$ cat config.mk
export PLATFORM = sky130hd
export DESIGN_NAME = vrrb_register_bank
export DESIGN_NICKNAME = d
export VERILOG_FILES = /design/src/vrrb_pkg.sv /design/src/vrrb_register_bank.sv
export VERILOG_INCLUDE_DIRS = /design/src
export SDC_FILE = /design/constraint.sdc
export NUM_CORES = 1
export LEC_CHECK = 0
export BUFFER_PORTS_ARGS = -buffer_cell sky130_fd_sc_hd__buf_4
export CELL_PAD_IN_SITES_DETAIL_PLACEMENT = 1
export CELL_PAD_IN_SITES_GLOBAL_PLACEMENT = 1
export CORE_ASPECT_RATIO = 2
export CORE_MARGIN = 5
export CORE_UTILIZATION = 48
export DETAILED_ROUTE_END_ITERATION = 7
export GPL_TIMING_DRIVEN = 0
export PLACE_DENSITY_LB_ADDON = 0.1
export SLEW_MARGIN = 20
export SYNTH_ARGS = -nofsm -noshare
export SYNTH_HDL_FRONTEND = slang
export SYNTH_SLANG_ARGS = --single-unit
$ cat constraint.sdc
create_clock -name REF_CLK -period 6.9 [get_ports REF_CLK]
set_clock_uncertainty 0.2 [all_clocks]
set_input_delay 0.345 -clock REF_CLK [delete_from_list [all_inputs] [get_ports REF_CLK]]
set_output_delay 0.345 -clock REF_CLK [all_outputs]
set_load 0.02 [all_outputs]
$ cat src/vrrb_consts.svh
// Register offsets, reset values and timing figures of the voltage-regulator register bank
`ifndef VRRB_CONSTS_SVH
`define VRRB_CONSTS_SVH
`define VRRB_OFS_TEMP_LIMIT 8'h22
`define VRRB_OFS_FAST_SLEW 8'h24
`define VRRB_OFS_SLOW_SLEW 8'h25
`define VRRB_OFS_BOOT_VOLT 8'h26
`define VRRB_OFS_SLOW_SEL 8'h2A
`define VRRB_OFS_DEEP_LAT 8'h2B
`define VRRB_OFS_LIGHT_LAT 8'h2C
`define VRRB_OFS_READY_LAT 8'h2D
`define VRRB_OFS_PIN_SCALE 8'h2E
`define VRRB_OFS_MAX_CODE 8'h30
`define VRRB_OFS_VCODE 8'h31
`define VRRB_OFS_PSTATE 8'h32
`define VRRB_OFS_MARGIN 8'h33
`define VRRB_OFS_MULTI_CFG 8'h34
`define VRRB_OFS_LIM1_CODE 8'h42
`define VRRB_OFS_LIM1 8'h43
`define VRRB_OFS_LIM2_CODE 8'h44
`define VRRB_OFS_LIM2 8'h45
`define VRRB_OFS_LIM3_CODE 8'h46
`define VRRB_OFS_COND_THR 8'h47
`define VRRB_RST_TEMP_LIMIT 8'h64
`define VRRB_RST_FAST_SLEW 8'h1E
`define VRRB_RST_SLOW_SLEW 8'h0F
`define VRRB_RST_SLOW_SEL 8'h01
`define VRRB_RST_DEEP_LAT 8'h8C
`define VRRB_RST_LIGHT_LAT 8'h55
`define VRRB_RST_READY_LAT 8'hCA
`define VRRB_RST_PIN_SCALE 8'hFF
`define VRRB_RST_MAX_CODE 8'hFB
`define VRRB_RST_MULTI_CFG 8'h01
`define VRRB_RST_COND_THR 8'h03
`define VRRB_SEL_DIV2 8'h01
`define VRRB_SEL_DIV4 8'h02
`define VRRB_SEL_DIV8 8'h04
`define VRRB_SEL_DIV16 8'h08
// Enable-to-ready wait, microseconds, and clock rate in MHz
`define VRRB_READY_US 202
`define VRRB_CLK_MHZ 20
`define VRRB_READY_CYC (`VRRB_READY_US * `VRRB_CLK_MHZ)
`endif

$ cat src/vrrb_pkg.sv
// Types shared by the voltage-regulator register bank
package vrrb_pkg;
    // Bus request from the serial frame decoder
    typedef struct packed {
        logic wr;
        logic rd;
        logic [7:0] addr;
        logic [7:0] wdata;
    } vrrb_req_t;
    // Voltage-set command from the frame decoder
    typedef struct packed {
        logic valid;
        logic [7:0] code;
    } vrrb_vcmd_t;
    // Acknowledge codes
    typedef enum logic [1:0] {
        VRRB_ACK_NONE,
        VRRB_ACK_OK,
        VRRB_ACK_REJECT,
        VRRB_ACK_UNSUPPORTED
    } vrrb_ack_t;
    // Startup sequence
    typedef enum logic [1:0] {
        VRRB_ST_OFF,
        VRRB_ST_WAIT,
        VRRB_ST_READY
    } vrrb_phase_t;
    // All state of the bank
    typedef struct packed {
        vrrb_phase_t phase;
        logic [31:0] wait_cnt;
        logic [7:0] temp_limit;
        logic [7:0] slow_sel;
        logic [7:0] boot_volt;
        logic [7:0] pin_scale;
        logic [7:0] max_code;
        logic [7:0] vcode;
        logic [7:0] pstate;
        logic [7:0] margin;
        logic [7:0] multi_cfg;
        logic [7:0] lim1_code;
        logic [7:0] lim1;
        logic [7:0] lim2_code;
        logic [7:0] lim2;
        logic [7:0] lim3_code;
        logic [7:0] cond_thr;
        logic [7:0] rdata;
        logic rvalid;
        vrrb_ack_t ack;
        logic hot;
        logic [7:0] ramp_slow;
        logic [7:0] target;
        logic boot_taken;
        logic ready;
    } vrrb_state_t;
endpackage : vrrb_pkg

$ cat src/vrrb_register_bank.sv
// Register bank for the upper register map of a multi-rail regulator controller
`include "vrrb_consts.svh"
`timescale 1ns/1ps
`default_nettype none
module vrrb_register_bank #(
    parameter bit POWER_DOMAIN = 1'b0,
    parameter bit TWO_PHASE = 1'b1,
    parameter int READY_CYCLES = `VRRB_READY_CYC
) (
    // Clock and reset
    input wire logic REF_CLK,
    input wire logic RST_N,
    // Controller enable and startup inputs
    input wire logic ENABLE,
    input wire logic [7:0] BOOT_CODE,
    input wire logic [7:0] PLATFORM_MAX_CURRENT,
    input wire logic [7:0] TEMPERATURE,
    // Register access from the frame decoder
    input wire vrrb_pkg::vrrb_req_t REQ,
    output logic [7:0] RDATA,
    output logic RVALID,
    // Voltage-set commands
    input wire vrrb_pkg::vrrb_vcmd_t VCMD,
    output vrrb_pkg::vrrb_ack_t ACK,
    // Regulation outputs
    output logic [7:0] TARGET_CODE,
    output logic [7:0] SLOW_RAMP_RATE,
    output logic OVERTEMPERATURE_ALERT,
    output logic READY
);

    // Registered and next state
    vrrb_pkg::vrrb_state_t st;
    vrrb_pkg::vrrb_state_t next_st;

    // Slow rate from fast rate and one-hot selector
    function automatic logic [7:0] slow_rate(input logic [7:0] sel);
        logic [7:0] fast;
        fast = `VRRB_RST_FAST_SLEW;
        case (sel)
            `VRRB_SEL_DIV4: slow_rate = fast >> 2;
            `VRRB_SEL_DIV8: slow_rate = fast >> 3;
            `VRRB_SEL_DIV16: slow_rate = fast >> 4;
            default: slow_rate = fast >> 1;
        endcase
    endfunction : slow_rate

    // Whether an offset exists in the current domain
    function automatic logic present(input logic [7:0] a);
        if (POWER_DOMAIN) begin
            present = (a == `VRRB_OFS_PIN_SCALE);
        end else begin
            present = (a != `VRRB_OFS_PIN_SCALE);
        end
    endfunction : present

    // Code plus signed margin, clamped to 0..255
    function automatic logic [7:0] add_margin(input logic [7:0] c, input logic [7:0] m);
        logic signed [9:0] s;
        s = $signed({2'b00, c}) + $signed({{2{m[7]}}, m});
        if (s < 0) begin
            add_margin = 8'h00;
        end else if (s > 10'sd255) begin
            add_margin = 8'hFF;
        end else begin
            add_margin = s[7:0];
        end
    endfunction : add_margin

    // Next-state logic
    always_comb begin
        next_st = st;
        next_st.rvalid = 1'b0;
        next_st.ack = vrrb_pkg::VRRB_ACK_NONE;
        // Startup sequence
        case (st.phase)
            vrrb_pkg::VRRB_ST_OFF: begin
                if (ENABLE) begin
                    next_st.phase = vrrb_pkg::VRRB_ST_WAIT;
                    next_st.wait_cnt = 32'h0000_0000;
                end
            end
            vrrb_pkg::VRRB_ST_WAIT: begin
                if (st.wait_cnt >= READY_CYCLES - 1) begin
                    next_st.phase = vrrb_pkg::VRRB_ST_READY;
                end else begin
                    next_st.wait_cnt = st.wait_cnt + 32'h0000_0001;
                end
            end
            vrrb_pkg::VRRB_ST_READY: begin
                if (!ENABLE) begin
                    next_st.phase = vrrb_pkg::VRRB_ST_OFF;
                end
            end
            default: begin
                next_st.phase = vrrb_pkg::VRRB_ST_OFF;
            end
        endcase
        next_st.ready = (next_st.phase == vrrb_pkg::VRRB_ST_READY);
        if (st.phase == vrrb_pkg::VRRB_ST_OFF && ENABLE && !st.boot_taken) begin
            next_st.boot_volt = BOOT_CODE;
            next_st.boot_taken = 1'b1;
        end
        if (st.phase == vrrb_pkg::VRRB_ST_OFF && ENABLE && !st.boot_taken) begin
            next_st.lim1 = TWO_PHASE ? (PLATFORM_MAX_CURRENT >> 1) : PLATFORM_MAX_CURRENT;
            next_st.lim2 = TWO_PHASE
                ? 8'((16'(PLATFORM_MAX_CURRENT) * 16'h0003) / 16'h000A)
                : 8'((16'(PLATFORM_MAX_CURRENT) * 16'h0005) >> 3);
        end

        // Register write, only when ready
        if (REQ.wr && st.ready && present(REQ.addr)) begin
            case (REQ.addr)
                `VRRB_OFS_TEMP_LIMIT: begin
                    next_st.temp_limit = REQ.wdata;
                end
                `VRRB_OFS_SLOW_SEL: begin
                    if (REQ.wdata == `VRRB_SEL_DIV2 || REQ.wdata == `VRRB_SEL_DIV4
                        || REQ.wdata == `VRRB_SEL_DIV8 || REQ.wdata == `VRRB_SEL_DIV16) begin
                        next_st.slow_sel = REQ.wdata;
                    end
                end
                `VRRB_OFS_PIN_SCALE: begin
                    next_st.pin_scale = REQ.wdata;
                end
                `VRRB_OFS_MAX_CODE: begin
                    next_st.max_code = REQ.wdata;
                end
                `VRRB_OFS_VCODE: begin
                    next_st.vcode = REQ.wdata;
                end
                `VRRB_OFS_PSTATE: begin
                    next_st.pstate = REQ.wdata;
                end
                `VRRB_OFS_MARGIN: begin
                    next_st.margin = REQ.wdata;
                end
                // Multi-regulator configuration, stored only
                `VRRB_OFS_MULTI_CFG: begin
                    next_st.multi_cfg = REQ.wdata;
                end
                // First limit voltage code
                `VRRB_OFS_LIM1_CODE: begin
                    next_st.lim1_code = REQ.wdata;
                end
                `VRRB_OFS_LIM1: begin
                    next_st.lim1 = REQ.wdata;
                end
                // Second limit voltage code
                `VRRB_OFS_LIM2_CODE: begin
                    next_st.lim2_code = REQ.wdata;
                end
                `VRRB_OFS_LIM2: begin
                    next_st.lim2 = REQ.wdata;
                end
                // Third limit voltage code
                `VRRB_OFS_LIM3_CODE: begin
                    next_st.lim3_code = REQ.wdata;
                end
                `VRRB_OFS_COND_THR: begin
                    next_st.cond_thr = REQ.wdata;
                end
                default: begin
                    // Contents left as they are
                end
            endcase
        end

        // Register read, one cycle later
        if (REQ.rd) begin
            next_st.rvalid = 1'b1;
            next_st.rdata = 8'h00;
            if (present(REQ.addr)) begin
                case (REQ.addr)
                    // Temperature limit readback
                    `VRRB_OFS_TEMP_LIMIT: begin
                        next_st.rdata = st.temp_limit;
                    end
                    `VRRB_OFS_FAST_SLEW: begin
                        next_st.rdata = `VRRB_RST_FAST_SLEW;
                    end
                    `VRRB_OFS_SLOW_SLEW: begin
                        next_st.rdata = slow_rate(st.slow_sel);
                    end
                    // Boot code caught at enable
                    `VRRB_OFS_BOOT_VOLT: begin
                        next_st.rdata = st.boot_volt;
                    end
                    // Divisor selector readback
                    `VRRB_OFS_SLOW_SEL: begin
                        next_st.rdata = st.slow_sel;
                    end
                    `VRRB_OFS_DEEP_LAT: begin
                        next_st.rdata = `VRRB_RST_DEEP_LAT;
                    end
                    `VRRB_OFS_LIGHT_LAT: begin
                        next_st.rdata = `VRRB_RST_LIGHT_LAT;
                    end
                    `VRRB_OFS_READY_LAT: begin
                        next_st.rdata = `VRRB_RST_READY_LAT;
                    end
                    // Input power scaling readback
                    `VRRB_OFS_PIN_SCALE: begin
                        next_st.rdata = st.pin_scale;
                    end
                    // Maximum code readback
                    `VRRB_OFS_MAX_CODE: begin
                        next_st.rdata = st.max_code;
                    end
                    // Programmed voltage code
                    `VRRB_OFS_VCODE: begin
                        next_st.rdata = st.vcode;
                    end
                    // Programmed power state
                    `VRRB_OFS_PSTATE: begin
                        next_st.rdata = st.pstate;
                    end
                    // Margin offset readback
                    `VRRB_OFS_MARGIN: begin
                        next_st.rdata = st.margin;
                    end
                    // Multi-regulator configuration
                    `VRRB_OFS_MULTI_CFG: begin
                        next_st.rdata = st.multi_cfg;
                    end
                    // First limit voltage code
                    `VRRB_OFS_LIM1_CODE: begin
                        next_st.rdata = st.lim1_code;
                    end
                    // First current limit
                    `VRRB_OFS_LIM1: begin
                        next_st.rdata = st.lim1;
                    end
                    // Second limit voltage code
                    `VRRB_OFS_LIM2_CODE: begin
                        next_st.rdata = st.lim2_code;
                    end
                    // Second current limit
                    `VRRB_OFS_LIM2: begin
                        next_st.rdata = st.lim2;
                    end
                    // Third limit voltage code
                    `VRRB_OFS_LIM3_CODE: begin
                        next_st.rdata = st.lim3_code;
                    end
                    // Conduction threshold readback
                    `VRRB_OFS_COND_THR: begin
                        next_st.rdata = st.cond_thr;
                    end
                    // Unmapped offset
                    default: begin
                        next_st.rdata = 8'h00;
                    end
                endcase
            end
        end

        // Voltage-set command handling
        if (VCMD.valid) begin
            if (!st.ready || POWER_DOMAIN) begin
                // Not ready or no rail here
                next_st.ack = vrrb_pkg::VRRB_ACK_REJECT;
            end else if (VCMD.code > st.max_code) begin
                next_st.ack = vrrb_pkg::VRRB_ACK_UNSUPPORTED;
            end else begin
                next_st.ack = vrrb_pkg::VRRB_ACK_OK;
                next_st.vcode = VCMD.code;
            end
        end
        if (next_st.vcode == 8'h00) begin
            next_st.target = next_st.boot_volt;
        end else begin
            next_st.target = add_margin(next_st.vcode, next_st.margin);
        end
        next_st.hot = !POWER_DOMAIN && (TEMPERATURE >= st.temp_limit);

        // Slow rate kept in a flop for the pin
        next_st.ramp_slow = slow_rate(next_st.slow_sel);
    end

    // State register
    always_ff @(posedge REF_CLK or negedge RST_N) begin
        if (!RST_N) begin
            // Everything else clears to zero
            st <= '0;
            // Startup begins switched off
            st.phase <= vrrb_pkg::VRRB_ST_OFF;
            // No acknowledge pending
            st.ack <= vrrb_pkg::VRRB_ACK_NONE;
            // Alert level at 100 degrees
            st.temp_limit <= `VRRB_RST_TEMP_LIMIT;
            // Divide-by-two selected
            st.slow_sel <= `VRRB_RST_SLOW_SEL;
            // Matching slow rate on the pin
            st.ramp_slow <= `VRRB_RST_SLOW_SLEW;
            // Scaling at full range
            st.pin_scale <= `VRRB_RST_PIN_SCALE;
            // Highest accepted code
            st.max_code <= `VRRB_RST_MAX_CODE;
            // Multi-regulator configuration
            st.multi_cfg <= `VRRB_RST_MULTI_CFG;
            // Conduction threshold
            st.cond_thr <= `VRRB_RST_COND_THR;
        end else begin
            // Take the computed next state
            st <= next_st;
        end
    end

    // Outputs straight from state
    // Read data, held until the next read
    assign RDATA = st.rdata;
    // One-cycle read answer
    assign RVALID = st.rvalid;
    // One-cycle command acknowledge
    assign ACK = st.ack;
    // Regulated code with margin, or the boot code while vcode is zero
    assign TARGET_CODE = st.target;
    // Slow rate, registered
    assign SLOW_RAMP_RATE = st.ramp_slow;
    // Over-temperature level
    assign OVERTEMPERATURE_ALERT = st.hot;
    // Register writes and voltage commands accepted; reads are answered at any time
    assign READY = st.ready;

endmodule : vrrb_register_bank
`default_nettype wire

==> flow_metrics.tcl, run 1 <==
set metrics [dict create \
    outcome "completed" \
    yosys.area.top_type "dfrtp_1" \
    synthTopCellsByCount "dfrtp_1 (154), nand2_1 (92), nor2_1 (89)" \
    finalSetupViolCount 0 \
    rr_endpoint "TARGET_CODE[6]$_DFF_PN0_" \
    ys.flop_type "dfrtp_1" \
    synth_edf_count 0 \
    fmax_mhz 163 \
    critPathKind "reg -> reg" \
    gr-total-overflow 0 \
    design.die.area_sq_mm 0.0248 \
    cpMostUsedCell "a21oi_1" \
    cts_buffer_depth 2 \
    wire_per_inst_microns 23.8 \
    slowest_delay_ns 0.56 \
    coreArea_sq_mm 0.0214 \
    syn2layout_area_growth_pct 17.6 \
    detailed_place_hpwl_mm 27.2 \
    n_antenna_cell 0 \
    drt-vias-per-instance 6.01 \
    holdPathStages 2 \
    placed_area_sq_mm 0.0114 \
    synth_cells 1060 \
    yosysSeqAreaShare 0.436 \
    die_width_microns 114 \
    critPathCaptureType "flip-flop" \
    drt_pass1_iterations 5 \
    relSlewSlack 0.279 \
    worstPathMaxFanout 10 \
    row_count 76 \
    cts.sinks 179 \
    grt_max_degree 65 \
    place_congestion 0.983 \
    fin_ws_ns 0.768 \
    synth.area.top_cells "dfrtp_1 (37%), mux2_2 (7.5%), dfstp_2 (6.3%)" \
    cts_tree "built" \
    critical_path.top_delay_family "compound AO/OA/AOI/OAI gates" \
    place_ws_ns 0.813 \
    top_level_ports 83 \
    synthMostInstantiatedCell "dfrtp_1" \
    yosysTopAreaCellShare 0.372 \
    cp-start-kind "flip-flop" \
    syn_area_sq_mm 0.0104 \
    worstHoldStart "REQ[5]" \
    hold_path.class "in -> reg" \
    synth_seq_cells 179 \
    grt_antenna_before_repair 0 \
    r2r_start "st[111]$_DFFE_PN1P_" \
    crit_slowest_cell "dfstp_2" \
    cts_setup_buffers 0 \
    finalHoldViolations 0 \
    max_cap_violations 0 \
    die_h_microns 218 \
    crit_buf_inv 4 \
    drtIter0Drc 428 \
    synth_cell_types 86 \
    critical_path_required_ns 7.07 \
    total_power_mw 2.86 \
    port_buffers 74 \
    vdd_drop_max_v 0.000156 \
    reg2reg_setup_slack_ns 0.77 \
    grt_pass1_vias 9507 \
    initial_core_util 0.484 \
    fill_cells 2412 \
    wl_mm 34.8 \
    vias 8791 \
    grt_use_total 0.291 \
    rsz0062_at_grt "false" \
    period_share 0.889 \
    tns_ns 0 \
    period_minus_slack_ns 6.13 \
    htreeDepth 4 \
    post-route-util 0.569 \
    avgSynthCellArea_sq_um 9.77 \
    fin_area_sq_mm 0.0122 \
    yosysWarnings 0 \
    leakage_nw 5.59 \
    arrival_ns 6.30 \
    cts_root_buf "clkbuf_16" \
    cts.reportedPaths.clkPinSlew_ns 0.07 \
    drc_errors 0 \
    tightest_slew_ns 1.07 \
    ant_nets 0 \
    clock_latency_ns 0.46 \
    worstHoldEndpoint "st[59]$_DFFE_PN0P_" \
    grt_pass1_wl_mm 54.3 \
    rr_worst_depth 26 \
    num-nets-final 1269 \
    power_density_mw_per_mm2 235 \
    numCtsBuffers 17 \
    async_reset_ff_frac 1.00 \
    slew_violations 0 \
    drive_above_1_share 0.226 \
]
==> how the worst max path moves through the flow <==
stage                              from                        to  slack, ns  cells past startpoint
floorplan           st[111]$_DFFE_PN1P_  TARGET_CODE[2]$_DFF_PN0_       1.91                     26
global placement    st[111]$_DFFE_PN1P_  TARGET_CODE[4]$_DFF_PN0_       0.99                     26
detailed placement  st[111]$_DFFE_PN1P_  TARGET_CODE[4]$_DFF_PN0_       0.81                     26
CTS                 st[111]$_DFFE_PN1P_  TARGET_CODE[6]$_DFF_PN0_       0.75                     26
global route        st[111]$_DFFE_PN1P_  TARGET_CODE[6]$_DFF_PN0_       0.23                     26
finish              st[111]$_DFFE_PN1P_  TARGET_CODE[6]$_DFF_PN0_       0.77                     26
==> final cells by class <==
type,instances,area [sq um],area share
multi-input cells,759,5280,0.433
inverters,49,184,0.0151
flip-flops and latches,179,4510,0.370
clock buffers,18,439,0.0361
well taps,273,342,0.0281
clock inverters,14,218,0.0179
repair buffers,94,792,0.0651
plain buffers,76,413,0.0339
==> registers in the layout, summed over array words and instances, names as in the netlist <==
name,count
OVERTEMPERATURE_ALERT,1
RVALID,1
RDATA,8
st,155
TARGET_CODE,8
SLOW_RAMP_RATE,3
ACK,2
READY,1
==> metal layers <==
layer	vias up	wire length, microns	global-route usage
li1	4012	-	-
met1	4405	11800	0.287
met2	248	19200	0.547
met3	126	1150	0.0433
met4	0	2580	0.195
met5	-	0	0
==> report_power, final <==
| group | internal (mW) | switching, mW | total (mW) | leakage [nW] |
|---|---|---|---|---|
| Sequential | 1.13 | 0.0855 | 1.22 | 2.32 |
| Clock | 0.628 | 0.458 | 1.09 | 0.314 |
| Combinational | 0.225 | 0.334 | 0.559 | 2.96 |
==> cell families after synthesis <==
kind of cell / Yosys count / share of synthesized area
xor gates and xnor gates: 31 / 0.0277
buffers and inverters: 125 / 0.0576
AOI/OAI and AO/OA: 238 / 0.154
adders and majority gates: 39 / 0.0486
and+or+nand+nor: 344 / 0.164
DFF: 179 / 0.436
other: 2 / 0.000725
muxes: 102 / 0.112
==> per-stage QoR <==
| stage | instances | hold slack [ns] |
|---|---|---|
| after floorplan | 1063 | -0.151 |
| after global placement | 1410 | 0.232 |
| after detailed placement | 1415 | 0.113 |
| after CTS | 1462 | 0.00247 |
| after global routing | 1462 | 0.0151 |
| final | 1462 | 0.00885 |
==> cells in the final DEF (no fill, tap or decap), drive strengths merged, types with 11 or more instances in the layout <==
cell type / instances
dfrtp: 154
buf: 121
nand2: 94
nor2: 92
mux2: 73
o21ai: 69
inv: 54
clkbuf: 52
a21oi: 46
ha: 37
nand3: 33
mux2i: 26
dfstp: 25
nor3: 24
a22oi: 22
nor2b: 19
nand2b: 18
xnor2: 18
dlygate4sd3: 15
and3: 15
nor4: 14
xor2: 13
o22ai: 12
a221oi: 12
a31oi: 11
==> timing repair <==
action                    CTS  global route
hold endpoints to repair   73             0
gates resized for setup     0             0
hold buffers               15             0
(Power assumes the default switching activity.)
==> inputs of run 2 (changes only) <==
- PLACE_DENSITY: unset -> 0.88
- PLACE_DENSITY_LB_ADDON: 0.1 -> unset
==> flow_metrics.tcl, run 2 (synthesized netlist as in run 1, its figures left out) <==
set metrics [dict create \
    htreeDepth 4 \
    rr_endpoint "TARGET_CODE[5]$_DFF_PN0_" \
    cpMostUsedCell "a21oi_1" \
    wire_per_inst_microns 26.1 \
    outcome "completed" \
    cts_tree "built" \
    rr_worst_depth 26 \
    largest_reg_flops 155 \
    cts_root_buf "clkbuf_16" \
    worstPathMaxFanout 10 \
    drive_above_1_share 0.225 \
    regMostFlops "st" \
    num-nets-final 1265 \
    crit_slowest_cell "dfstp_2" \
    top_level_ports 83 \
    detailed_place_hpwl_mm 27.8 \
    reg2reg_setup_slack_ns 0.72 \
    arrival_ns 6.30 \
    worstHoldEndpoint "st[59]$_DFFE_PN0P_" \
    grt_max_degree 72 \
    place_congestion 1.01 \
    die_width_microns 114 \
    holdPathStages 2 \
    finalHoldViolations 0 \
    cp-start-kind "flip-flop" \
    period_share 0.895 \
    grtUsageMet1 0.310 \
    relSlewSlack 0.223 \
    design.die.area_sq_mm 0.0248 \
    finalSetupViolCount 0 \
    initial_core_util 0.484 \
    grt_pass1_vias 10000 \
    use_met3 0.0530 \
    fmax_mhz 162 \
    port_buffers 74 \
    clock_latency_ns 0.46 \
    ant_nets 0 \
    grt_use_total 0.314 \
    slowest_delay_ns 0.56 \
    vdd_drop_max_v 0.000196 \
    cts.sinks 179 \
    cts_buffer_depth 2 \
    power_density_mw_per_mm2 230 \
    r2r_start "st[111]$_DFFE_PN1P_" \
    row_count 76 \
    leakage_nw 5.53 \
    rsz0062_at_grt "false" \
    vias 9128 \
    critPathCaptureType "flip-flop" \
    layout_commonest_cell "dfrtp_1" \
    coreArea_sq_mm 0.0214 \
    layout_common_cells "dfrtp_1 (154), buf_4 (102), nand2_1 (92)" \
    place_ws_ns 0.755 \
    grt_busiest_layer "met2" \
    drc_errors 0 \
    period_minus_slack_ns 6.18 \
    hold_path.class "in -> reg" \
    drtIter0Drc 538 \
    cts.reportedPaths.clkPinSlew_ns 0.07 \
    worstHoldStart "REQ[5]" \
    grt_antenna_before_repair 0 \
    drt_pass1_iterations 5 \
    wl_mm 38.0 \
    critical_path_required_ns 7.03 \
    die_h_microns 218 \
    numCtsBuffers 17 \
    critPathKind "reg -> reg" \
    grt_use_met2 0.566 \
    tns_ns 0 \
    max_cap_violations 0 \
    tightest_slew_ns 1.16 \
    n_antenna_cell 0 \
    drt-vias-per-instance 6.26 \
    grt_pass1_wl_mm 58.6 \
    fin_ws_ns 0.724 \
    gr-total-overflow 0 \
    slew_violations 0 \
    syn2layout_area_growth_pct 16.3 \
]
## run 2: cell types whose count changed in the layout (fill, tap and decap cells not counted), sizes merged
cell         delta
buf             -1
bufinv          -3
clkbuf          +2
dlygate4sd3     -3
inv             +1
## run 2: worst max path at each step
stage	depth (start not counted)	endpoint	startpoint
2_1_floorplan	26	TARGET_CODE[2]$_DFF_PN0_	st[111]$_DFFE_PN1P_
3_3_place_gp	26	TARGET_CODE[5]$_DFF_PN0_	st[111]$_DFFE_PN1P_
3_5_place_dp	26	TARGET_CODE[5]$_DFF_PN0_	st[111]$_DFFE_PN1P_
4_1_cts	26	TARGET_CODE[5]$_DFF_PN0_	st[111]$_DFFE_PN1P_
5_1_grt	26	TARGET_CODE[0]$_DFF_PN0_	st[111]$_DFFE_PN1P_
6_report	26	TARGET_CODE[5]$_DFF_PN0_	st[111]$_DFFE_PN1P_
## run 2: metrics by stage
| step | area, sq um | cells | hold WS, ns | utilization | power [mW] |
|---|---|---|---|---|---|
| after floorplan | 10400 | 1063 | -0.151 | - | 1.56 |
| after global placement | 11300 | 1410 | 0.232 | 0.526 | 1.75 |
| after detailed placement | 11400 | 1414 | 0.0651 | 0.531 | 1.78 |
| after CTS | 12000 | 1458 | 0.00130 | 0.562 | 2.75 |
| after global routing | 12000 | 1458 | 0.00130 | 0.563 | 2.87 |
| final | 12000 | 1458 | 0.0108 | 0.563 | 2.77 |
## run 2: cell type report
class	instances	area (sq um)
tap	273	342
clock inverter	12	123
buffer	76	413
fill	2426	9350
clock buffer	20	437
multi-input combinational	759	5290
sequential	179	4510
inverter	49	184
timing repair buffer	90	751
## run 2: worst max-delay path, delay by kind of cell (launching register included)
kind	cells	cell delay (ns)
compound gates	14	2.69
buf+inv	4	1.00
simple gates	5	0.78
fa+ha+maj	2	0.64
flops	1	0.56
xor+xnor	1	0.15
## run 2: power breakdown
group	switching (mW)	total [mW]	internal, mW
Clock	0.466	0.972	0.506
Sequential	0.0829	1.21	1.13
Combinational	0.355	0.580	0.225
## run 2: what timing repair did
item,4_1_cts,5_1_grt
hold buffers,12,0
resized for setup,0,2
setup endpoints to repair,0,7
buffers inserted,0,0
hold endpoints to repair,84,0
## run 2: routing by layer
layer  vias up  part of all wire
met3       182             0.043
met2       353              0.53
met1      4596              0.33
met5         -                 0
met4         0             0.098
li1       3997                 -
